--- src/hdl/oprb_pkg.sv ---
// Shared constants of the opto relay port bank
package oprb_pkg;

  // ---------------------------------------------------------------
  // Widths
  // ---------------------------------------------------------------
  localparam int unsigned ADDR_W = 3;    // Eight byte locations
  localparam int unsigned DATA_W = 8;    // Every location is one byte

  // ---------------------------------------------------------------
  // Byte offsets from the card base address
  // ---------------------------------------------------------------
  localparam logic [2:0] OFF_SENSOR_FIRST  = 3'h0;
  localparam logic [2:0] OFF_SENSOR_SECOND = 3'h1;
  localparam logic [2:0] OFF_RELAY_FIRST   = 3'h2;
  localparam logic [2:0] OFF_RELAY_SECOND  = 3'h3;
  localparam logic [2:0] OFF_ZERO_FOUR     = 3'h4;
  localparam logic [2:0] OFF_IRQ_CTRL      = 3'h5;
  localparam logic [2:0] OFF_ZERO_SIX      = 3'h6;
  localparam logic [2:0] OFF_ZERO_SEVEN    = 3'h7;

  // ---------------------------------------------------------------
  // Interrupt control/status field positions
  // ---------------------------------------------------------------
  localparam int unsigned BIT_IRQ_ENABLE   = 7;
  localparam int unsigned BIT_IRQ_PENDING  = 6;
  localparam int unsigned BIT_TRIG_TYPE    = 1;  // 0 level, 1 edge
  localparam int unsigned BIT_TRIG_POL     = 0;  // 0 low/falling, 1 high/rising
  localparam int unsigned BIT_IRQ_SOURCE   = 0;  // Bit of first sensor port

  // ---------------------------------------------------------------
  // Reset values
  // ---------------------------------------------------------------
  localparam logic [7:0] RST_RELAY    = 8'h00;  // All relays released
  localparam logic [1:0] RST_MODE     = 2'h0;
  localparam logic       RST_ENABLE   = 1'b0;
  localparam logic       RST_PENDING  = 1'b0;
  localparam logic       RST_SRC_PREV = 1'b1;  // Idle sensor reads high
  localparam logic [7:0] READ_ZERO    = 8'h00;

endpackage

--- src/hdl/oprb_port_bank.sv ---
// Top of the opto relay port bank: byte registers, relays, interrupt
`timescale 1ns/1ns

module oprb_port_bank
(
  // Clock and reset
  input  wire logic       clock_in,
  input  wire logic       arst_n_in,
  // Host byte bus
  input  wire logic [2:0] io_addr_in,
  input  wire logic [7:0] io_wdata_in,
  input  wire logic       io_wr_in,
  input  wire logic       io_rd_in,
  output logic      [7:0] io_rdata_out,
  output logic            io_rvalid_out,
  // Sensor inputs, active low
  input  wire logic [7:0] sensor_first_bits_in,
  input  wire logic [7:0] sensor_second_bits_in,
  // Relay drives, 1 closes the relay
  output logic      [7:0] relay_first_bits_out,
  output logic      [7:0] relay_second_bits_out,
  // Host interrupt request
  output logic            irq_out
);

  // ---------------------------------------------------------------
  // State
  // ---------------------------------------------------------------
  typedef struct packed
  {
    logic [7:0] relay_first;            // Drive of first relay group
    logic [7:0] relay_second;           // Drive of second relay group
    logic       interrupt_enable_bit;   // Gates the request
    logic       interrupt_pending_bit;  // Sticky trigger flag
    logic       trigger_type_select;    // 0 level, 1 edge
    logic       trigger_polarity_select;// 0 low/falling, 1 high/rising
    logic [7:0] rdata;                  // Read data holding register
    logic       rvalid;                 // Read answer strobe
    logic       irq;                    // Request to the host
  } oprb_state_t;

  oprb_state_t state;       // Registered state
  oprb_state_t next_state;  // Next state

  // ---------------------------------------------------------------
  // Decode and helpers
  // ---------------------------------------------------------------
  logic       trig_event;   // Trigger condition this cycle
  logic [7:0] ctrl_view;    // Control/status byte as read
  logic [7:0] read_byte;    // Selected read byte
  logic       wr_relay1;    // Write to first relay port
  logic       wr_relay2;    // Write to second relay port
  logic       wr_ctrl;      // Write to control/status
  logic       rd_ctrl;      // Read of control/status

  // Only the relay ports and the control byte decode writes
  assign wr_relay1 = io_wr_in && (io_addr_in == oprb_pkg::OFF_RELAY_FIRST);
  assign wr_relay2 = io_wr_in && (io_addr_in == oprb_pkg::OFF_RELAY_SECOND);
  assign wr_ctrl   = io_wr_in && (io_addr_in == oprb_pkg::OFF_IRQ_CTRL);
  assign rd_ctrl   = io_rd_in && (io_addr_in == oprb_pkg::OFF_IRQ_CTRL);

  // Control byte layout, middle bits zero
  always_comb
  begin
    ctrl_view                               = oprb_pkg::READ_ZERO;
    ctrl_view[oprb_pkg::BIT_IRQ_ENABLE]     = state.interrupt_enable_bit;
    ctrl_view[oprb_pkg::BIT_IRQ_PENDING]    = state.interrupt_pending_bit;
    ctrl_view[oprb_pkg::BIT_TRIG_TYPE]      = state.trigger_type_select;
    ctrl_view[oprb_pkg::BIT_TRIG_POL]       = state.trigger_polarity_select;
  end

  // ---------------------------------------------------------------
  // Submodules
  // ---------------------------------------------------------------
  // Trigger detector on the first sensor bit 0
  oprb_trigger u_trigger
  (
    .clock_in     (clock_in),
    .arst_n_in    (arst_n_in),
    .src_in       (sensor_first_bits_in[oprb_pkg::BIT_IRQ_SOURCE]),
    .trig_type_in (state.trigger_type_select),
    .trig_pol_in  (state.trigger_polarity_select),
    .event_out    (trig_event)
  );

  // Read data selection
  oprb_read_mux u_read_mux
  (
    .addr_in          (io_addr_in),
    .sensor_first_in  (sensor_first_bits_in),
    .sensor_second_in (sensor_second_bits_in),
    .relay_first_in   (state.relay_first),
    .relay_second_in  (state.relay_second),
    .ctrl_in          (ctrl_view),
    .data_out         (read_byte)
  );

  // ---------------------------------------------------------------
  // Next state
  // ---------------------------------------------------------------
  always_comb
  begin
    next_state        = state;
    next_state.rvalid = io_rd_in;
    // Read answer captured from the selected byte
    if (io_rd_in)
    begin
      next_state.rdata = read_byte;
    end
    // Relay drive writes; other offsets leave the drives alone
    if (wr_relay1)
    begin
      next_state.relay_first = io_wdata_in;
    end
    if (wr_relay2)
    begin
      next_state.relay_second = io_wdata_in;
    end
    // Control write: enable and mode, pending bit not writable
    if (wr_ctrl)
    begin
      next_state.interrupt_enable_bit    = io_wdata_in[oprb_pkg::BIT_IRQ_ENABLE];
      next_state.trigger_type_select     = io_wdata_in[oprb_pkg::BIT_TRIG_TYPE];
      next_state.trigger_polarity_select = io_wdata_in[oprb_pkg::BIT_TRIG_POL];
    end
    // Read of control clears pending; a live trigger sets it again
    if (rd_ctrl)
    begin
      next_state.interrupt_pending_bit = 1'b0;
    end
    if (trig_event)
    begin
      next_state.interrupt_pending_bit = 1'b1;
    end
    // Request follows the new enable and pending values
    next_state.irq = next_state.interrupt_enable_bit && next_state.interrupt_pending_bit;
  end

  // Registers the state; reset releases every relay
  always_ff @(posedge clock_in or negedge arst_n_in)
  begin
    if (!arst_n_in)
    begin
      state.relay_first             <= oprb_pkg::RST_RELAY;
      state.relay_second            <= oprb_pkg::RST_RELAY;
      state.interrupt_enable_bit    <= oprb_pkg::RST_ENABLE;
      state.interrupt_pending_bit   <= oprb_pkg::RST_PENDING;
      state.trigger_type_select     <= oprb_pkg::RST_MODE[oprb_pkg::BIT_TRIG_TYPE];
      state.trigger_polarity_select <= oprb_pkg::RST_MODE[oprb_pkg::BIT_TRIG_POL];
      state.rdata                   <= oprb_pkg::READ_ZERO;
      state.rvalid                  <= 1'b0;
      state.irq                     <= 1'b0;
    end
    else
    begin
      state <= next_state;
    end
  end

  // ---------------------------------------------------------------
  // Outputs
  // ---------------------------------------------------------------
  assign io_rdata_out          = state.rdata;
  assign io_rvalid_out         = state.rvalid;
  assign relay_first_bits_out  = state.relay_first;
  assign relay_second_bits_out = state.relay_second;
  assign irq_out               = state.irq;
endmodule

--- src/hdl/oprb_trigger.sv ---
// Trigger detector on the interrupt source bit
`timescale 1ns/1ns

module oprb_trigger
(
  // Clock and reset
  input  wire logic       clock_in,
  input  wire logic       arst_n_in,
  // Source and mode
  input  wire logic       src_in,
  input  wire logic       trig_type_in,
  input  wire logic       trig_pol_in,
  // Detected condition
  output logic            event_out
);

  // ---------------------------------------------------------------
  // State
  // ---------------------------------------------------------------
  typedef struct packed
  {
    logic src_prev;  // Source level one cycle ago
  } oprb_trig_state_t;

  oprb_trig_state_t state;       // Registered state
  oprb_trig_state_t next_state;  // Next state

  // Remembers the last source level for edge detection
  always_comb
  begin
    next_state          = state;
    next_state.src_prev = src_in;
  end

  // Level modes fire while the level holds, edge modes on a change
  always_comb
  begin
    if (!trig_type_in)
    begin
      // Level: low when polarity 0, high when polarity 1
      event_out = (src_in == trig_pol_in);
    end
    else
    begin
      // Edge: falling when polarity 0, rising when polarity 1
      event_out = (src_in == trig_pol_in) && (state.src_prev != trig_pol_in);
    end
  end

  // Registers the state
  always_ff @(posedge clock_in or negedge arst_n_in)
  begin
    if (!arst_n_in)
    begin
      state.src_prev <= oprb_pkg::RST_SRC_PREV;
    end
    else
    begin
      state <= next_state;
    end
  end

endmodule

--- src/hdl/oprb_read_mux.sv ---
// Read data selection for the eight byte locations
`timescale 1ns/1ns

module oprb_read_mux
(
  // Selection
  input  wire logic [2:0] addr_in,
  // Sources
  input  wire logic [7:0] sensor_first_in,
  input  wire logic [7:0] sensor_second_in,
  input  wire logic [7:0] relay_first_in,
  input  wire logic [7:0] relay_second_in,
  input  wire logic [7:0] ctrl_in,
  // Selected byte
  output logic      [7:0] data_out
);

  // Picks one byte; relays read back inverted, spare locations zero
  always_comb
  begin
    case (addr_in)
      oprb_pkg::OFF_SENSOR_FIRST:  data_out = sensor_first_in;
      oprb_pkg::OFF_SENSOR_SECOND: data_out = sensor_second_in;
      oprb_pkg::OFF_RELAY_FIRST:   data_out = ~relay_first_in;
      oprb_pkg::OFF_RELAY_SECOND:  data_out = ~relay_second_in;
      oprb_pkg::OFF_IRQ_CTRL:      data_out = ctrl_in;
      default:                     data_out = oprb_pkg::READ_ZERO;
    endcase
  end

endmodule

--- config.mk ---
export PLATFORM = sky130hd
export DESIGN_NAME = oprb_port_bank
export DESIGN_NICKNAME = d
export VERILOG_FILES = /design/src/hdl/oprb_pkg.sv /design/src/hdl/oprb_port_bank.sv /design/src/hdl/oprb_trigger.sv /design/src/hdl/oprb_read_mux.sv
export SDC_FILE = /design/constraint.sdc
export NUM_CORES = 1
export LEC_CHECK = 0
export BUFFER_PORTS_ARGS = -buffer_cell sky130_fd_sc_hd__buf_2
export CAP_MARGIN = 20
export CORE_MARGIN = 2
export CORE_UTILIZATION = 53
export CTS_CLUSTER_DIAMETER = 60
export DETAILED_ROUTE_END_ITERATION = 10
export PLACE_DENSITY = 0.85
export REMOVE_ABC_BUFFERS = 1
export SLEW_MARGIN = 20
export SYNTH_ARGS = -nofsm -noshare
export SYNTH_HDL_FRONTEND = slang
export SYNTH_HIERARCHICAL = 1
export SYNTH_SLANG_ARGS = --single-unit
--- constraint.sdc ---
create_clock -name clock_in -period 2.1 [get_ports clock_in]
set_clock_uncertainty 0.2 [all_clocks]
set_input_delay 0.315 -clock clock_in [delete_from_list [all_inputs] [get_ports clock_in]]
set_output_delay 0.315 -clock clock_in [all_outputs]
set_load 0.01 [all_outputs]
# --- Word-level counts from Yosys, hierarchy flattened ---
# Index checks and enable logic that the tools add are counted.
word_totals:
  reg_bits: 31
  latch_bits: 0
  ram_bits: 0
  romBits: 0
  in_bits: 31
  output_inout_bits: 26
  word_cells: 30
  memories: 0
classes:
  add_sub_neg: 0
  mul: 0
  n_div: 0
  n_lt_le_gt_ge: 0
  n_eq_ne: 6
  shifts: 0
  n_mux: 5
  n_bitwise: 2
  n_reduce_logical: 7
op_table:
  columns: ["op", "n"]
  rows:
  - ["$pmux 8 s5", 1]
  - ["$not 8->8", 2]
  - ["$eq 3x2->1 const B", 2]
  - ["$logic_and 1x1->1", 6]
  - ["$mux 1", 4]
  - ["$eq 3x1->1 const B", 1]
  - ["$eq 3x3->1 const B", 1]
  - ["$logic_not 3->1", 1]
  - ["$eq 1x1->1", 1]
  - ["$ne 1x1->1", 1]

# --- Depth between registers and ports, before layout ---
# Gate-level depths: netlist of run 1.
logic_depth:
  word_depth: 5
  depth_mapped: 6
  depth_no_buf: 4

# --- Cells and area by module ---
# The synthesis of run 1 kept the hierarchy.
modules_own_cells:
  columns: ["mod", "instances", "cells_per_inst", "area_each_um2", "seq_area_each_um2"]
  rows:
  - ["oprb_port_bank", 1, 66, 1139.8, 750.7]
  - ["oprb_read_mux", 1, 54, 391.6, 0.0]
  - ["oprb_trigger", 1, 4, 48.8, 26.3]

# --- Worst setup path after synthesis of run 1 ---
# Ideal clock, no wire load.
synth_timing:
  path_type: "input to register"
  from: "in io_addr_in[0]"
  to: "reg state, in the netlist io_rdata_out[0]"
  setup_ns: 0.125
  t_arrival_ns: 1.277
  required_ns: 1.775
  setup_slack_ns: 0.498
  path_stages: 5
  path_cell_list: "buf_6 > and3b_1 > buf_6 > a221o_1 > mux2_2"
synth_via:
  elab_chain_len: 2
  word_cells_on_any_way: 6
synth_rtl:
  columns: ["element", "line_no", "text"]
  rows:
  - ["from (decl)", "oprb_port_bank.sv:10", "input wire logic [2:0] io_addr_in,"]
  - ["$eq 3x3->1, or another cell as far along", "oprb_read_mux.sv:21", "case (addr_in)"]
  - ["$pmux 8 s5 *", "oprb_read_mux.sv:21", null]
  - ["via read_byte[0]", "oprb_port_bank.sv:50", "logic [7:0] read_byte;"]
  - ["to (signal assigned)", "oprb_port_bank.sv:156", "state <= next_state;"]
  - ["to (decl)", "oprb_port_bank.sv:42", "oprb_state_t state;"]
# The timed path passes the listed nets; every way through them passes the cells marked *.
# A chain may end at the register's enable or synchronous reset.

# --- Worst setup path after layout of run 1 ---
layout_timing:
  from: "in sensor_first_bits_in[0]"
  to: "reg state, in the netlist io_rdata_out[0]"
layout_via:
  elab_chain_len: 1
layout_rtl:
  columns: ["element", "line_no", "text"]
  rows:
  - ["from (decl)", "oprb_port_bank.sv:17", "input wire logic [7:0] sensor_first_bits_in,"]
  - ["$pmux 8 s5", "oprb_read_mux.sv:21", null]
  - ["via read_byte[0]", "oprb_port_bank.sv:50", null]
# The timed path passes the listed nets, and every way through them passes these cells.

==> results of run 1 <==
==> worst min path at each step <==
stage	start	to	cells past startpoint
after floorplan	arst_n_in	ctrl_view[0]$_DFFE_PN0P_	0
after global placement	arst_n_in	relay_first_bits_out[0]$_DFFE_PN0P_	1
after detailed placement	arst_n_in	relay_first_bits_out[0]$_DFFE_PN0P_	1
after CTS	io_wdata_in[5]	relay_first_bits_out[5]$_DFFE_PN0P_	2
after global routing	io_wdata_in[2]	relay_first_bits_out[2]$_DFFE_PN0P_	2
final	io_wdata_in[4]	relay_first_bits_out[4]$_DFFE_PN0P_	2
==> worst max-delay path: cells and delay by family <==
family	cells	cell delay, ns
buf+inv	2	0.67
compound gates	2	0.33
mux	1	0.27
simple gates	1	0.06
==> state kept, by name, indices dropped and copies added, names as in the netlist <==
signal and count:
io_rdata_out 8, u_trigger/state 1, irq_out 1, relay_second_bits_out 8, relay_first_bits_out 8, ctrl_view 4, io_rvalid_out 1
==> report_power, final <==
group          switching, µW  internal (µW)  leakage [µW]
clock                    192            133     0.0000265
sequential              75.7            712      0.000372
combinational            199            235      0.000594
==> layout by cell type, fill, tap and decap left out, types with 2 or more instances in the layout <==
cell	n
nand4b_2	2
nand4b_1	2
mux2_2	26
dlygate4sd3_1	3
dfrtp_1	30
inv_1	8
conb_1	4
buf_4	2
buf_2	56
clkbuf_1	3
a21oi_1	7
mux2i_1	8
nand2b_1	12
nand2_1	2
a221o_1	6
clkbuf_4	5
==> layout make-up <==
class                      instances  area share (%)
sequential                        31           39.63
multi-input combinational         82           37.78
timing repair buffer              61           16.59
clock buffer                       8           2.489
tap                               31           1.978
inverter                           8           1.532
==> through the flow <==
stage	instance area [µm²]	power (µW)	setup slack [ns]	hold WS, ns
finish	1961	1547	0.4672	0.02281
global route	1961	1637	0.4427	0.01713
CTS	1961	1561	0.4795	0.01287
detailed placement	1882	1234	0.2741	0.1987
global placement	1882	1212	0.3331	0.1725
floorplan	1548	1026	0.6544	-0.1806
==> cell families after synthesis <==
logic type / Yosys count / share of synthesized area [%]
mux: 36 / 25.97
flops: 31 / 49.17
simple gates: 24 / 11.48
compound gates: 16 / 7.363
buf+inv: 14 / 4.671
xor+xnor: 2 / 1.109
other cells: 1 / 0.2373
==> per-layer routing <==
layer	share of wire, %	vias to the layer above	track usage (%)
met2	50	40	34.51
li1	-	570	-
met4	2.4	0	11.69
met3	5.1	10	4.615
met5	0	-	0
met1	42	569	27.55
==> reports/results.tsv, run 1 <==
stage	metric	value	unit
routing	drt-total-wl	3.350	mm
synth	synth_area_leaders	dfrtp_1, mux2_2, mux2i_1, nand2b_1, a221o_1	
routing	remaining_drc_errors	2	
final_layout	fin_cells	221	
worst_setup_path	crit_path_cell_trace	dlygate4sd3_1 -> buf_2 -> nand2b_1 -> a21oi_1 -> a221o_1 -> mux2_2	
worst_setup_path	crit_fanout	3	
final_layout	diodes	0	
power	leakage	0.0009929	µW
routing	wl_per_cell	15.16	µm
worst_setup_path	worstSetupEndpointType	flip-flop	
worst_setup_path	ff2ff_setup_slack	0.69	ns
worst_setup_path	cp-startpoint	sensor_first_bits_in[0]	
worst_setup_path	critPathLaunchType	input pin	
worst_setup_path	critical-path-max-stage-delay	0.53	ns
run_status	outcome	complete, but fails checks	
grt	grt_pass1_vias	1207	
timing	finalSetupViolCount	0	
clock_network	hold_buffers	3	
clock_network	cts_setup_buffers	0	
grt	grt_overflow	0	
die	rows	19	
final_layout	areaGrowthSynthToFinish	24.07	%
worst_setup_path	crit_slowest_cell	dlygate4sd3_1	
timing	fin_crit	1.633	ns
worst_setup_path	worst_ep_arrival_time	1.65	ns
placement	dp_cells	210	
die	ioPinCount	57	
clock_network	htreeDepth	2	
synth	ys.flop_type	dfrtp_1	
worst_setup_path	critPathKind	in2reg	
worst_setup_path	cp.required	2.12	ns
die	start_util	56.33	%
synth	synthArstFlopShare	100.0	%
routing	routed-via-count	1189	
final_layout	regArea	777.0	µm²
final_layout	drive_gt1_share	50.00	%
synth	synth_warnings	6	
clock_network	ctsResizeCount	0	
clock_network	clk_path_buf_depth	2	
timing	worstMarginPinSlew	0.6862	ns
clock_network	cts.sinks	31	
synth	synthDistinctLibCells	29	
synth	synth.top_cells.by_count	dfrtp_1, mux2_2, nand2b_1	
timing	drv_slew	0	
grt	antenna_found_initial	0	
routing	viasPerCell	5.380	
timing	slew_headroom	54.25	%
worst_setup_path	reg2regPathDepth	3	
synth	synth.most_common_cell	dfrtp_1	
die	core	2805	µm²
clock_network	clk_pin_slew	0.09	ns
clock_network	cts_made_buffers	5	
power	ir_worst_vdd	441.6	µV
synth	synth_top_area_share	47.51	%
power	cellPowerDensity	788.9	nW/µm²
die	die_h	58.61	µm
die	die_x	58.61	µm
synth	synth_edf_count	0	
routing	drt_iter0_markers	41	
final_layout	multi_input_area	740.7	µm²
timing	tns	0	ns
clock_network	root_buffer	clkbuf_4	
final_layout	final_nets	220	
placement	portBuffers	56	
timing	grt_setup_unrepaired	false	
final_layout	postLayoutCoreUtil	69.89	%
grt	grt_pass1_wl	5.478	mm
synth	avgSynthCellArea	12.74	µm²
synth	yosysSeqAreaShare	49.17	%
placement	place_congestion	0.8332	
worst_setup_path	reg2reg_from	relay_second_bits_out[3]$_DFFE_PN0P_	
worst_setup_path	endpoint	io_rdata_out[0]$_DFFE_PN0P_	
grt	gr-usage-all-layers	21.62	%
placement	dp.final_hpwl	2.550	mm
synth	synth_seq_cells	31	
job	cap_violations	0	
routing	drt_pass1_iterations	7	
synth	synthCells	124	
run_status	violations	design-rule violations	
final_layout	fillCellCount	214	
worst_setup_path	rr_endpoint	io_rdata_out[3]$_DFFE_PN0P_	
synth	synth_top_cell_by_area	dfrtp_1	
die	dieArea	3435	µm²
timing	period_share	77.75	%
timing	hold_viol	0	
routing	antenna_left	0	
timing	fmax	612.5	MHz
worst_hold_path	hp-class	in2reg	
clock_network	cts_tree	done	
grt	grt_start_max_net_pins	32	
clock_network	insertion_delay	0.34	ns
synth	syn_area	1580	µm²
Note: power is estimated with default switching activity, not from simulation.
==> inputs of run 2 (changes only) <==
Settings changed: CORE_UTILIZATION 53 to 49, PLACE_DENSITY 0.85 to 0.79.
Clock period 2.1 ns to 1.6 ns, I/O delays scaled along.
==> reports/results.tsv, run 2 (synthesis results as in run 1) <==
stage	metric	value	unit
run_status	outcome	completed	
worst_setup_path	cp.required	1.62	ns
die	dieArea	3695	µm²
routing	drt_pass1_iterations	4	
clock_network	cts.sinks	31	
routing	drt-total-wl	3.668	mm
routing	antenna_left	0	
worst_setup_path	crit_slowest_cell	dlygate4sd3_1	
job	cap_violations	0	
grt	gr-usage-all-layers	22.44	%
routing	routed-via-count	1282	
clock_network	insertion_delay	0.33	ns
clock_network	ctsResizeCount	0	
worst_setup_path	worst_ep_arrival_time	1.57	ns
clock_network	clk_pin_slew	0.09	ns
clock_network	hold_buffers	11	
clock_network	cts_setup_buffers	0	
routing	remaining_drc_errors	0	
die	core	3053	µm²
timing	fmax	647.7	MHz
final_layout	areaGrowthSynthToFinish	37.61	%
clock_network	root_buffer	clkbuf_4	
final_layout	final_common_cell	buf_2	
grt	grt_start_max_net_pins	17	
worst_setup_path	critPathLaunchType	input pin	
timing	grt_setup_unrepaired	false	
placement	portBuffers	56	
clock_network	cts_made_buffers	5	
die	die_x	60.79	µm
placement	dpl_cell_area	1996	µm²
routing	wl_per_cell	14.67	µm
timing	hold_viol	0	
power	ir_worst_vdd	564.1	µV
grt	grt_pass1_vias	1237	
placement	dp.final_hpwl	2.708	mm
timing	hold_slack	0.1239	ns
worst_setup_path	crit_path_cell_trace	dlygate4sd3_1 -> buf_2 -> nand2b_1 -> a21oi_1 -> a221o_1 -> mux2_2	
worst_setup_path	crit_fanout	3	
final_layout	layout_common_cells	buf_2, dfrtp_1, mux2_2	
placement	place_congestion	0.8399	
final_layout	final_nets	236	
die	ioPinCount	57	
final_layout	stdcell_area	2175	µm²
worst_setup_path	critical-path-max-stage-delay	0.54	ns
power	leakage	0.001089	µW
final_layout	diodes	0	
grt	grt_pass1_wl	5.823	mm
timing	drv_slew	0	
worst_setup_path	crit_family	buffers and inverters	
routing	viasPerCell	5.128	
clock_network	htreeDepth	2	
grt	antenna_found_initial	0	
die	rows	20	
worst_setup_path	critPathKind	in2reg	
final_layout	drive_gt1_share	50.97	%
timing	finalSetupViolCount	0	
worst_setup_path	cp_num_buf_inv	2	
power	cellPowerDensity	993.8	nW/µm²
clock_network	clk_path_buf_depth	2	
worst_setup_path	worstSetupEndpointType	flip-flop	
timing	period_share	96.50	%
die	start_util	51.76	%
routing	drt_iter0_markers	51	
grt	grt_overflow	0	
worst_hold_path	hp-class	in2reg	
timing	fin_crit	1.544	ns
die	die_h	60.79	µm
clock_network	cts_tree	done	
-- run 2: worst paths after layout --
kind / slack, ns / cells past startpoint / start / endpoint
max in group asynchronous: 0.55 / 3 / arst_n_in / u_trigger/state$_DFF_PN1_
hold / removal: 0.12 / 3 / io_wr_in / ctrl_view[7]$_DFF_PN0_
hold reg to reg: 0.30 / 1 / io_rdata_out[7]$_DFFE_PN0P_ / io_rdata_out[7]$_DFFE_PN0P_
setup reg to reg: 0.13 / 3 / relay_second_bits_out[3]$_DFFE_PN0P_ / io_rdata_out[3]$_DFFE_PN0P_
setup / recovery: 0.06 / 6 / sensor_first_bits_in[0] / io_rdata_out[0]$_DFFE_PN0P_
min in group asynchronous: 0.15 / 2 / arst_n_in / relay_first_bits_out[3]$_DFFE_PN0P_
-- run 2: area by class of cell --
cell class | instances | area (µm²)
Sequential cell | 31 | 777.0
Timing Repair Buffer | 77 | 503.0
Multi-Input combinational cell | 82 | 740.7
Clock buffer | 8 | 68.82
Tap cell | 44 | 55.05
Fill cell | 245 | 878.3
Inverter | 8 | 30.03
-- run 2: metrics by stage --
step / setup slack [ns] / total power (µW) / instances / TNS (ns) / utilization (%)
2_1_floorplan: 0.2288 / 1346 / 121 / 0 / -
3_3_place_gp: 0.0002474 / 1618 / 231 / 0 / 65.37
3_5_place_dp: -0.03042 / 1646 / 231 / -0.1034 / 65.37
4_1_cts: 0.07492 / 2179 / 250 / 0 / 71.23
5_1_grt: 0.03295 / 2290 / 250 / 0 / 71.23
6_report: 0.05599 / 2161 / 250 / 0 / 71.23
-- run 2: metal layers --
layer | up-vias | wire (µm) | track usage [%]
met2 | 45 | 1900 | 38.86
met3 | 8 | 206 | 7.676
met5 | - | 0 | 0
met4 | 0 | 59 | 8.696
li1 | 602 | - | -
met1 | 627 | 1502 | 25.48
-- run 2: worst min-delay path: stages --
cell	delay (ns)
buf_2	0.13
nand4b_2	0.10
mux2_4	0.16
-- run 2: report_power, final --
part           total, µW  leakage (µW)  switching, µW  internal (µW)
clock network        512     0.0000386            254            258
registers           1040      0.000372            104            934
logic                612      0.000679            271            340
total               2160       0.00109            628           1530
==> inputs of run 3 (changes only) <==
==> constraint.sdc (replaced) <==
create_clock -name clock_in -period 1.6 [get_ports clock_in]
set_clock_uncertainty 0.2 [all_clocks]
set_input_delay 0.08 -clock clock_in [delete_from_list [all_inputs] [get_ports clock_in]]
set_output_delay 0.08 -clock clock_in [all_outputs]
set_load 0.01 [all_outputs]
==> reports/results.tsv, run 3 (synthesis results as in run 1) <==
stage	metric	value	unit
clock_network	root_buffer	clkbuf_4	
timing	hold_slack	0.04007	ns
clock_network	cts_tree	done	
power	cellPowerDensity	1000	nW/µm²
timing	grt_setup_unrepaired	false	
power	leakage	0.001047	µW
worst_setup_path	worstSetupEndpointType	flip-flop	
worst_hold_path	hold_start	io_addr_in[1]	
die	start_util	51.76	%
placement	portBuffers	56	
timing	tns	0	ns
placement	dp.final_hpwl	2.621	mm
final_layout	layout_common_cells	buf_2, dfrtp_1, mux2_2	
die	die_x	60.79	µm
worst_setup_path	crit_family	multiplexers	
final_layout	drive_gt1_share	49.00	%
final_layout	postLayoutCoreUtil	68.52	%
worst_setup_path	worst_ep_arrival_time	1.52	ns
timing	fin_crit	1.456	ns
timing	hold_viol	0	
clock_network	insertion_delay	0.32	ns
routing	antenna_left	0	
final_layout	final_nets	231	
routing	drt_iter0_markers	26	
final_layout	final_common_cell	buf_2	
clock_network	cts.sinks	31	
grt	grt_pass1_vias	1225	
routing	viasPerCell	4.984	
grt	grt_pass1_wl	5.761	mm
worst_setup_path	critPathKind	reg2reg	
grt	gr-usage-all-layers	21.94	%
die	rows	20	
power	ir_worst_vdd	703.7	µV
worst_setup_path	reg2reg_from	relay_second_bits_out[3]$_DFFE_PN0P_	
worst_setup_path	cp_num_buf_inv	0	
clock_network	ctsResizeCount	0	
placement	place_congestion	0.8384	
timing	fmax	686.8	MHz
worst_setup_path	cp.required	1.66	ns
clock_network	clk_path_buf_depth	2	
worst_setup_path	cp-startpoint	relay_second_bits_out[3]$_DFFE_PN0P_	
worst_hold_path	hp-class	in2reg	
grt	antenna_found_initial	0	
clock_network	hold_buffers	12	
final_layout	diodes	0	
worst_setup_path	critical-path-max-stage-delay	0.49	ns
clock_network	htreeDepth	2	
final_layout	areaGrowthSynthToFinish	32.38	%
die	dieArea	3695	µm²
placement	dp_cells	224	
die	die_h	60.79	µm
routing	remaining_drc_errors	0	
grt	grt_overflow	0	
clock_network	cts_made_buffers	5	
timing	drv_slew	0	
die	ioPinCount	57	
timing	worstMarginPinSlew	0.6665	ns
worst_setup_path	crit_slowest_cell	mux4_2	
worst_setup_path	crit_path_cell_trace	mux4_2 -> o21ai_1 -> mux2_2	
timing	slew_headroom	55.57	%
timing	period_share	91.00	%
clock_network	clk_pin_slew	0.10	ns
job	cap_violations	0	
run_status	outcome	completed	
routing	routed-via-count	1216	
routing	drt_pass1_iterations	4	
worst_setup_path	crit_fanout	3	
routing	wl_per_cell	14.74	µm
die	core	3053	µm²
routing	drt-total-wl	3.596	mm
timing	finalSetupViolCount	0	
worst_setup_path	critPathLaunchType	flip-flop	
final_layout	fin_cells	244	
grt	grt_start_max_net_pins	32	
clock_network	cts_setup_buffers	0	
run 3: path summary, 6_finish.rpt:
kind,end,slack [ns],depth (start not counted)
hold / removal,ctrl_view[6]$_DFF_PN0_,0.04,3
setup / recovery,io_rdata_out[3]$_DFFE_PN0P_,0.14,3
setup reg to reg,io_rdata_out[3]$_DFFE_PN0P_,0.14,3
hold reg to reg,io_rdata_out[3]$_DFFE_PN0P_,0.31,1
min in group asynchronous,relay_second_bits_out[0]$_DFFE_PN0P_,0.12,2
max in group asynchronous,io_rdata_out[3]$_DFFE_PN0P_,0.64,2
run 3: routing by layer:
layer	vias to the layer above	part of all wire [%]	track usage, %
met5	-	0	0
met1	586	43	26.85
li1	590	-	-
met3	5	5.1	5.757
met4	0	1.0	7.764
met2	35	51	37.48
run 3: metrics by stage:
stage	power (µW)	instance area, µm²	worst slack (ns)
2_1_floorplan	1346	1548	0.2288
3_3_place_gp	1600	1906	0.1246
3_5_place_dp	1623	1906	0.09165
4_1_cts	2107	2082	0.1527
5_1_grt	2225	2092	0.03148
6_report	2092	2092	0.1439
run 3: worst min-delay path, stage by stage:
cell,delay (ns)
buf_2,0.18
nand4b_1,0.14
a21o_1,0.13
run 3: final cells by class:
type,count,area [µm²]
fillers,243,960.9
flip-flops and latches,31,777.0
multi-input cells,82,740.7
repair buffers,72,432.9
well taps,44,55.05
clock buffers,6,51.30
inverters,8,30.03
clock inverters,1,5.005
run 3: report_power, final:
group	total [µW]	switching, µW	internal [µW]
registers	1030	101	934
clock network	461	257	203
logic	597	270	327
